**src/inc/asf_regs.svh**
```systemverilog
`ifndef ASF_REGS_SVH
`define ASF_REGS_SVH

// ==========================================================
// Register offsets on the plain register port
`define ASF_OFS_STATUS 8'h04
`define ASF_OFS_WORKING_ACCUM 8'h08
`define ASF_OFS_PRODL 8'h0c
`define ASF_OFS_PRODH 8'h10

// ==========================================================
// Status register field positions
`define ASF_BIT_PTR1_HI 7
`define ASF_BIT_PTR1_LO 6
`define ASF_BIT_PTR0_HI 5
`define ASF_BIT_PTR0_LO 4
`define ASF_BIT_SIGNED_RANGE 3
`define ASF_BIT_Z 2
`define ASF_BIT_HALF_BYTE_BORROW 1
`define ASF_BIT_C 0

// ==========================================================
// Reset values
`define ASF_STATUS_RST 8'hf0
`define ASF_WORKING_ACCUM_RST 8'h00
`define ASF_PROD_RST 16'h0000

`endif

```
**src/inc/asf_pkg.sv**
```systemverilog
package asf_pkg;

  typedef enum logic [4:0] {
    OP_NOP, OP_ADD, OP_ADDC, OP_SUB, OP_AND, OP_IOR, OP_XOR, OP_INC, OP_DEC,
    OP_RLC, OP_RRC, OP_COM, OP_ZERO_FILL, OP_BIT_DROP, OP_BIT_RAISE,
    OP_NIBBLE_EXCHANGE, OP_ACCUM_TO_FILE, OP_MUL
  } asf_op_t;

  typedef enum logic [1:0] {STEP_DEC, STEP_INC, STEP_HOLD} asf_step_t;

  typedef struct packed {
    asf_op_t op;
    logic use_imm;
    logic src_w;
    logic dest_file;
    logic [7:0] faddr;
    logic [7:0] imm;
    logic [2:0] bitsel;
  } asf_instr_t;

  typedef struct packed {
    logic [7:0] res;
    logic [3:0] flags;
    logic [3:0] upd;
    logic wr;
    logic mul;
    logic [15:0] prod;
  } asf_calc_t;

endpackage

```
**src/logic/asf_core.sv**
```systemverilog
// Design decisions made here: the register offsets and the strobed register port.
`timescale 1ns/1ps
`include "asf_regs.svh"

// Contract
// - Status holds result flags and pointer modes.
// - Status is a legal destination for instructions.
// - Computed zero and carry flags override writes.
// - Clear gives upper zero, Z set, rest kept.
// - Bit, swap, move ops leave flags alone.
// - Subtraction carries report inverted borrow.
// - Overflow flags signed result outside range.
// - Operands: W, file register or literal.
// - Single-cycle eight-by-eight multiplier when present.
// - Status sits at address 04h, unbanked.
module asf_core #(
  parameter bit HAS_MULT = 1'b1
) (
  input wire logic CLK,
  input wire logic RESET_N,
  input wire logic [7:0] ADDR,
  input wire logic [7:0] WDATA,
  input wire logic WR,
  input wire logic RD,
  output logic [7:0] RDATA,
  input wire logic OP_VALID,
  input asf_pkg::asf_instr_t OP,
  input wire logic [7:0] FILE_RDATA,
  output logic FILE_WE,
  output logic [7:0] FILE_WADDR,
  output logic [7:0] FILE_WDATA,
  output logic [7:0] STATUS,
  output logic [7:0] WORKING_ACCUM,
  output logic [15:0] PROD,
  output asf_pkg::asf_step_t PTR0_STEP,
  output asf_pkg::asf_step_t PTR1_STEP
);

  asf_pkg::asf_calc_t c;
  logic [7:0] status_q;
  logic [7:0] status_d;
  logic [7:0] w_q;
  logic to_file;
  logic to_status;

  // ==========================================================
  // Datapath
  asf_calc #(.HAS_MULT(HAS_MULT)) u_calc (
    .instr(OP),
    .w(w_q),
    .fdata(FILE_RDATA),
    .cin(status_q[`ASF_BIT_C]),
    .c(c)
  );

  function automatic asf_pkg::asf_step_t step_of(input logic [1:0] code);
    case (code)
      2'b00: step_of = asf_pkg::STEP_DEC;
      2'b01: step_of = asf_pkg::STEP_INC;
      default: step_of = asf_pkg::STEP_HOLD;
    endcase
  endfunction

  assign to_file = OP.dest_file || (OP.op == asf_pkg::OP_ACCUM_TO_FILE);
  // The status register answers at one fixed address regardless of bank.
  assign to_status = OP_VALID && c.wr && to_file && (OP.faddr == `ASF_OFS_STATUS);

  // ==========================================================
  // Status register
  always_comb begin
    status_d = status_q;
    if (to_status) begin
      status_d = c.res;
      // Any op touching the zero or carry flags locks the low nibble against the data write.
      if (|c.upd[2:0]) begin
        for (int i = 0; i < 4; i++) begin
          status_d[i] = c.upd[i] ? c.flags[i] : status_q[i];
        end
      end
    end else if (OP_VALID && (c.upd != 4'h0)) begin
      for (int i = 0; i < 4; i++) begin
        status_d[i] = c.upd[i] ? c.flags[i] : status_q[i];
      end
    end else if (WR && (ADDR == `ASF_OFS_STATUS)) begin
      status_d = WDATA;
    end
  end

  always_ff @(posedge CLK or negedge RESET_N) begin
    if (!RESET_N) begin
      status_q <= `ASF_STATUS_RST;
      PTR0_STEP <= asf_pkg::STEP_HOLD;
      PTR1_STEP <= asf_pkg::STEP_HOLD;
    end else begin
      status_q <= status_d;
      PTR0_STEP <= step_of(status_d[`ASF_BIT_PTR0_HI:`ASF_BIT_PTR0_LO]);
      PTR1_STEP <= step_of(status_d[`ASF_BIT_PTR1_HI:`ASF_BIT_PTR1_LO]);
    end
  end

  assign STATUS = status_q;

  // ==========================================================
  // Working register and product
  always_ff @(posedge CLK or negedge RESET_N) begin
    if (!RESET_N) begin
      w_q <= `ASF_WORKING_ACCUM_RST;
    end else if (OP_VALID && c.wr && !to_file) begin
      w_q <= c.res;
    end else if (WR && (ADDR == `ASF_OFS_WORKING_ACCUM)) begin
      w_q <= WDATA;
    end
  end

  assign WORKING_ACCUM = w_q;

  always_ff @(posedge CLK or negedge RESET_N) begin
    if (!RESET_N) begin
      PROD <= `ASF_PROD_RST;
    end else if (OP_VALID && c.mul) begin
      PROD <= c.prod;
    end
  end

  // ==========================================================
  // File write port toward data memory
  always_ff @(posedge CLK or negedge RESET_N) begin
    if (!RESET_N) begin
      FILE_WE <= 1'b0;
      FILE_WADDR <= 8'h00;
      FILE_WDATA <= 8'h00;
    end else begin
      FILE_WE <= OP_VALID && c.wr && to_file && !to_status;
      FILE_WADDR <= OP.faddr;
      FILE_WDATA <= c.res;
    end
  end

  // ==========================================================
  // Register read port
  always_ff @(posedge CLK or negedge RESET_N) begin
    if (!RESET_N) begin
      RDATA <= 8'h00;
    end else if (RD) begin
      case (ADDR)
        `ASF_OFS_STATUS: RDATA <= status_q;
        `ASF_OFS_WORKING_ACCUM: RDATA <= w_q;
        `ASF_OFS_PRODL: RDATA <= PROD[7:0];
        `ASF_OFS_PRODH: RDATA <= PROD[15:8];
        default: RDATA <= 8'h00;
      endcase
    end else begin
      RDATA <= 8'h00;
    end
  end

  logic issue_st;
  assign issue_st = OP_VALID && OP.dest_file && (OP.faddr == `ASF_OFS_STATUS);
endmodule

```
**src/logic/asf_calc.sv**
```systemverilog
`timescale 1ns/1ps
`include "asf_regs.svh"

module asf_calc #(
  parameter bit HAS_MULT = 1'b1
) (
  input asf_pkg::asf_instr_t instr,
  input wire logic [7:0] w,
  input wire logic [7:0] fdata,
  input wire logic cin,
  output asf_pkg::asf_calc_t c
);

  logic [7:0] a;
  logic [7:0] b;
  logic [7:0] x;
  logic [7:0] y;
  logic ci;
  logic arith;
  logic [8:0] s9;
  logic [4:0] n5;

  always_comb begin
    // Single-operand ops take W or the file; two-operand ops pair W with file or literal.
    a = instr.src_w ? w : fdata;
    b = instr.use_imm ? instr.imm : fdata;
    x = 8'h00;
    y = 8'h00;
    ci = 1'b0;
    arith = 1'b1;
    case (instr.op)
      asf_pkg::OP_ADD: begin
        x = w;
        y = b;
      end
      asf_pkg::OP_ADDC: begin
        x = w;
        y = b;
        ci = cin;
      end
      asf_pkg::OP_SUB: begin
        // Two's complement add, so carry out is set when no borrow happened.
        x = b;
        y = ~w;
        ci = 1'b1;
      end
      asf_pkg::OP_INC: begin
        x = a;
        ci = 1'b1;
      end
      asf_pkg::OP_DEC: begin
        x = a;
        y = 8'hff;
      end
      default: arith = 1'b0;
    endcase
    s9 = {1'b0, x} + {1'b0, y} + {8'h00, ci};
    n5 = {1'b0, x[3:0]} + {1'b0, y[3:0]} + {4'h0, ci};
    c = '0;
    c.res = s9[7:0];
    c.flags[`ASF_BIT_SIGNED_RANGE] = (x[7] == y[7]) && (s9[7] != x[7]);
    c.flags[`ASF_BIT_HALF_BYTE_BORROW] = n5[4];
    c.flags[`ASF_BIT_C] = s9[8];
    c.upd = arith ? 4'hf : 4'h0;
    c.wr = arith;
    case (instr.op)
      asf_pkg::OP_AND, asf_pkg::OP_IOR, asf_pkg::OP_XOR: begin
        c.res = (instr.op == asf_pkg::OP_AND) ? (w & b) :
                (instr.op == asf_pkg::OP_IOR) ? (w | b) : (w ^ b);
        c.upd = 4'h4;
        c.wr = 1'b1;
      end
      asf_pkg::OP_RLC, asf_pkg::OP_RRC: begin
        c.res = (instr.op == asf_pkg::OP_RLC) ? {a[6:0], cin} : {cin, a[7:1]};
        c.flags[`ASF_BIT_C] = (instr.op == asf_pkg::OP_RLC) ? a[7] : a[0];
        c.upd = 4'h1;
        c.wr = 1'b1;
      end
      asf_pkg::OP_COM, asf_pkg::OP_ZERO_FILL: begin
        c.res = (instr.op == asf_pkg::OP_COM) ? ~a : 8'h00;
        c.upd = 4'h4;
        c.wr = 1'b1;
      end
      asf_pkg::OP_BIT_DROP, asf_pkg::OP_BIT_RAISE, asf_pkg::OP_NIBBLE_EXCHANGE,
      asf_pkg::OP_ACCUM_TO_FILE: begin
        c.res = (instr.op == asf_pkg::OP_BIT_DROP) ? (a & ~(8'h01 << instr.bitsel)) :
                (instr.op == asf_pkg::OP_BIT_RAISE) ? (a | (8'h01 << instr.bitsel)) :
                (instr.op == asf_pkg::OP_NIBBLE_EXCHANGE) ? {a[3:0], a[7:4]} : w;
        c.upd = 4'h0;
        c.wr = 1'b1;
      end
      asf_pkg::OP_MUL: begin
        c.mul = HAS_MULT;
        c.prod = {8'h00, w} * {8'h00, b};
      end
      default: begin
      end
    endcase
    c.flags[`ASF_BIT_Z] = (c.res == 8'h00);
  end

endmodule

```
**config.mk**
```make
export PLATFORM = sky130hd
export DESIGN_NAME = asf_core
export DESIGN_NICKNAME = d
export VERILOG_FILES = /design/src/inc/asf_pkg.sv /design/src/logic/asf_core.sv /design/src/logic/asf_calc.sv
export VERILOG_INCLUDE_DIRS = /design/src /design/src/inc
export SDC_FILE = /design/constraint.sdc
export NUM_CORES = 1
export LEC_CHECK = 0
export BUFFER_PORTS_ARGS = -buffer_cell sky130_fd_sc_hd__buf_2
export CAP_MARGIN = 0
export CORE_MARGIN = 2
export CORE_UTILIZATION = 54
export CTS_BUF_LIST = sky130_fd_sc_hd__clkbuf_8
export DETAILED_ROUTE_END_ITERATION = 8
export GPL_TIMING_DRIVEN = 0
export PLACE_DENSITY = 0.82
export SLEW_MARGIN = 20
export SYNTH_ARGS = -nofsm -noshare
export SYNTH_HDL_FRONTEND = slang
export SYNTH_SLANG_ARGS = --single-unit
```
**constraint.sdc**
```tcl
create_clock -name CLK -period 4.4 [get_ports CLK]
set_input_delay 0.22 -clock CLK [delete_from_list [all_inputs] [get_ports CLK]]
set_output_delay 0.22 -clock CLK [all_outputs]
set_load 0.03 [all_outputs]
```
==> run metrics <==
status=finished with violations; failing checks=setup timing; final worst setup slack=-9.47 ps; synth warn=0; slowest CP cell=fa_2; CTS buffer count=9; Antenna diodes=0; Seq pwr share=14.6%; CORE AREA=12100 sq um; synth top area cells=dfrtp_1 20%, fa_1 11%, ha_1 11%, nor2_1 5.6%, mux2i_1 5.2%; Startpoint Class=register; critical path, cell by cell=clkbuf_16, clkinv_8, nor2_4, fa_1, inv_2, fa_1, inv_2, fa_1, inv_2, fa_2, inv_2, ha_4, inv_4, o21ai_2, o211a_1, nand4_1, a31oi_2, xnor2_2, o21ai_1; clock root buffer=clkbuf_8; Worst R2R Setup Slack=-9 ps; post-DP HPWL=16400 um; Worst Setup End Kind=register; Min-Delay Path Depth=3; Peak supply drop=1430 uV; final net count=1104; final setup fails=1; final core occ=69.3%; max-cap viol count=0; Req. time, crit path=4630 ps; drt initial violations=857; Pwr Density=668 nW/um^2; switching share of power=49.6%; vias in the first global route=6621; fin cells=1124; DRT Wirelength=~22000 um; layout cells sized above 1=28.7%; Clk Latency, worst-skew pair=approximately 350 ps; final slew viol count=0; placed cells=1073; grt met2 use=54.0%; hold endpoint=WORKING_ACCUM[1]$_DFFE_PN0P_; router iterations before antenna repair=7; Routed Antenna Nets=0; Remaining DRCs=0; die area=13400 sq um; unrepaired setup endpoints after global routing=yes; flops & latches, synth=61; worst slew pin tran=1030 ps; starting density of the core=55.7%; most common flop cell mapped by yosys=dfrtp_1; worst rel slew slack=30.8%; Via Count=7002; final period utilization=100%; area grow syn2layout=24.3%; fmax=227 MHz; Critical Path AT=4640 ps; CTS Buffer Depth=2; GRT Resource Usage Total=between 30% and 40%; power share of the clock group=8.8%; pre-CTS setup slack=-1010 ps; number of fillers in the final layout=902; port bufs=111; clock sink count=61; Netlist Area Pre-Place=6720 sq um; min-delay src=WDATA[1]; Ports=about 120; top cell family by delay on the critical path=adder cells; grt ovf=0; reg-to-reg critical path startpoint=WORKING_ACCUM[5]$_DFFE_PN0P_; worst r2r dst=PROD[15]$_DFFE_PN0P_; combinational power share=about three quarters; die span in y=116 um; cell mode on critical path=inv_2; Avg Cell Area, Syn=8.47 sq um; Post-synth EDFFs=0; critical path class=reg -> reg; design area=8360 sq um; Worst Hold Class=in -> reg; Worst-path clk slew=70 ps; Final Hold Vio Count=0; WL per Instance=approximately 20 um; crit-path max FO=7; Switch Pwr=2770 uW; worst reg2reg path depth=19; cell taking the most area after synthesis=dfrtp_1; DP Area=7570 sq um; Final min period=4410 ps; CTS tree=built; met3 GRT Util=5.02%; Gate Count Post-Synth=794; FFs w/ async S/R, synth=100%; vias per cell=6.23; RePlAce Congestion=1.05; Top Usage Layer GRT=met2; syn nets=947; site row count=40; internal power=about 2800 uW; Die W=116 um; Seq/Total Area, Yosys=22.8%; initial antenna violation count=0; Critical Path Max Stage Delay=around 570 ps; first-pass GRT wire length=34300 um; post-synth cell types=roughly 70; H-tree levels=3; met1 Track Usage GR=44.5%; largest net degree at the start of global routing=62; worst path bufs/invs=7; post-synth top area share=roughly 20%; Setup Skew=6.99 ps; leakage=approximately 0.0041 uW
[worst reg2reg max path: cells and delay by family (launching register included)]
kind,cells,cell delay (ps)
flip-flops,1,430
adder cells (fa/ha/maj),5,2420
buffers and inverters,7,440
AO/OA/AOI/OAI,4,650
XOR/XNOR,1,170
AND/OR/NAND/NOR,2,180
[cells by family after synthesis]
kind of cell	share of synthesized area [%]
and+or+nand+nor	17.8
buffers and inverters	7.58
muxes	7.22
xor gates and xnor gates	2.35
DFF	22.8
AOI/OAI and AO/OA	19.6
adders and majority gates	22.6
[synthesized netlist by cell type, drive strengths merged, types with 3 or more instances]
library cell	number
nand2	57
mux2i	35
a32oi	3
inv	76
or3	3
clkbuf	29
fa	38
o21a	8
dfrtp	55
nand3b	7
a22oi	3
ha	59
a221oi	4
and2	6
o221ai	7
a211oi	4
o31ai	4
o21ai	45
and3b	5
and3	8
nor2	100
xor2	10
o22ai	10
a2111oi	11
nand2b	9
buf	14
nor2b	9
nor4	5
o211ai	7
nand3	5
clkinv	8
a21oi	50
dfstp	6
a21o	7
xnor2	8
mux2	12
a31oi	6
nand4	4
nor3b	4
a222oi	11
nor3	16
or2	4
[layout make-up]
| type | instances | area (sq um) | area share, % |
|---|---|---|---|
| well taps | 168 | 210 | 2.52 |
| inverters | 84 | 364 | 4.36 |
| clock inverters | 7 | 67.6 | 0.809 |
| flip-flops and latches | 61 | 1550 | 18.5 |
| repair buffers | 149 | 866 | 10.4 |
| plain buffers | 40 | 248 | 2.96 |
| multi-input cells | 606 | 4930 | 59.0 |
| clock buffers | 9 | 124 | 1.48 |
[registers in the layout, summed over array words and instances, names as in the netlist, 2 cells and up]
signal         count
PTR0_STEP          2
RDATA              8
STATUS             8
PROD              16
FILE_WDATA         8
WORKING_ACCUM      8
PTR1_STEP          2
FILE_WADDR         8
[metal layers]
layer	share of wire [%]	vias up
li1	-	3110
met1	38	3326
met2	47	463
met3	9.6	103
met4	5.4	0
met5	0	-
[layout by cell type, fill, tap and decap left out, types with 6 or more instances in the layout]
master	n
nor3_1	16
mux2i_1	30
xnor2_1	6
o22ai_1	10
o21ai_0	38
buf_4	31
a21oi_2	7
a222oi_1	11
o21ai_1	6
nand3b_1	7
nor2b_1	8
buf_2	121
clkbuf_1	17
clkbuf_8	9
o21a_1	8
nand2b_1	9
dlygate4sd3_1	9
fa_1	35
nor2_2	7
inv_1	67
o221ai_1	7
a21oi_1	41
inv_2	9
dfrtp_1	48
and3_1	8
a21o_1	7
dfstp_2	6
a2111oi_0	9
o211ai_1	7
ha_1	51
nand2_1	57
dfrtp_2	6
mux2_2	12
xor2_1	10
nor2_1	91
[through the flow]
stage | setup TNS [ps] | total power, uW | hold WS, ps
after floorplan | 0 | 3200 | -75.6
after global placement | -7820 | 3950 | 340
after detailed placement | -8140 | 4020 | 327
after CTS | 0 | 4900 | 193
after global routing | -548 | 6040 | 203
final | -9.47 | 5580 | 198
[how the worst max path moves through the flow]
stage                                 start               endpoint  slack [ps]  depth (start not counted)
2_1_floorplan                        OP[21]   PROD[14]$_DFFE_PN0P_           3                         19
5_1_grt        WORKING_ACCUM[5]$_DFFE_PN0P_   PROD[13]$_DFFE_PN0P_        -150                         20
3_5_place_dp                         OP[23]  STATUS[2]$_DFFE_PN0P_       -1010                         18
4_1_cts        WORKING_ACCUM[1]$_DFFE_PN0P_   PROD[15]$_DFFE_PN0P_           2                         16
3_3_place_gp                         OP[23]  STATUS[2]$_DFFE_PN0P_        -990                         18
6_report       WORKING_ACCUM[5]$_DFFE_PN0P_   PROD[15]$_DFFE_PN0P_          -9                         19
[power groups by stage]
stage	registers (uW)	logic [uW]	clock network, uW
6_report	814	4280	489
2_1_floorplan	979	2220	0
3_3_place_gp	820	3130	0
4_1_cts	791	3620	491
3_5_place_dp	823	3200	0
5_1_grt	818	4710	517
[repair_timing]
action	CTS	global route
setup buffers	17	12
gates resized for setup	42	54
pin swaps	11	32
setup endpoints to repair	13	7
hold endpoints to repair	63	0
hold buffers	9	0
Note: power is estimated with default switching activity, not from simulation.
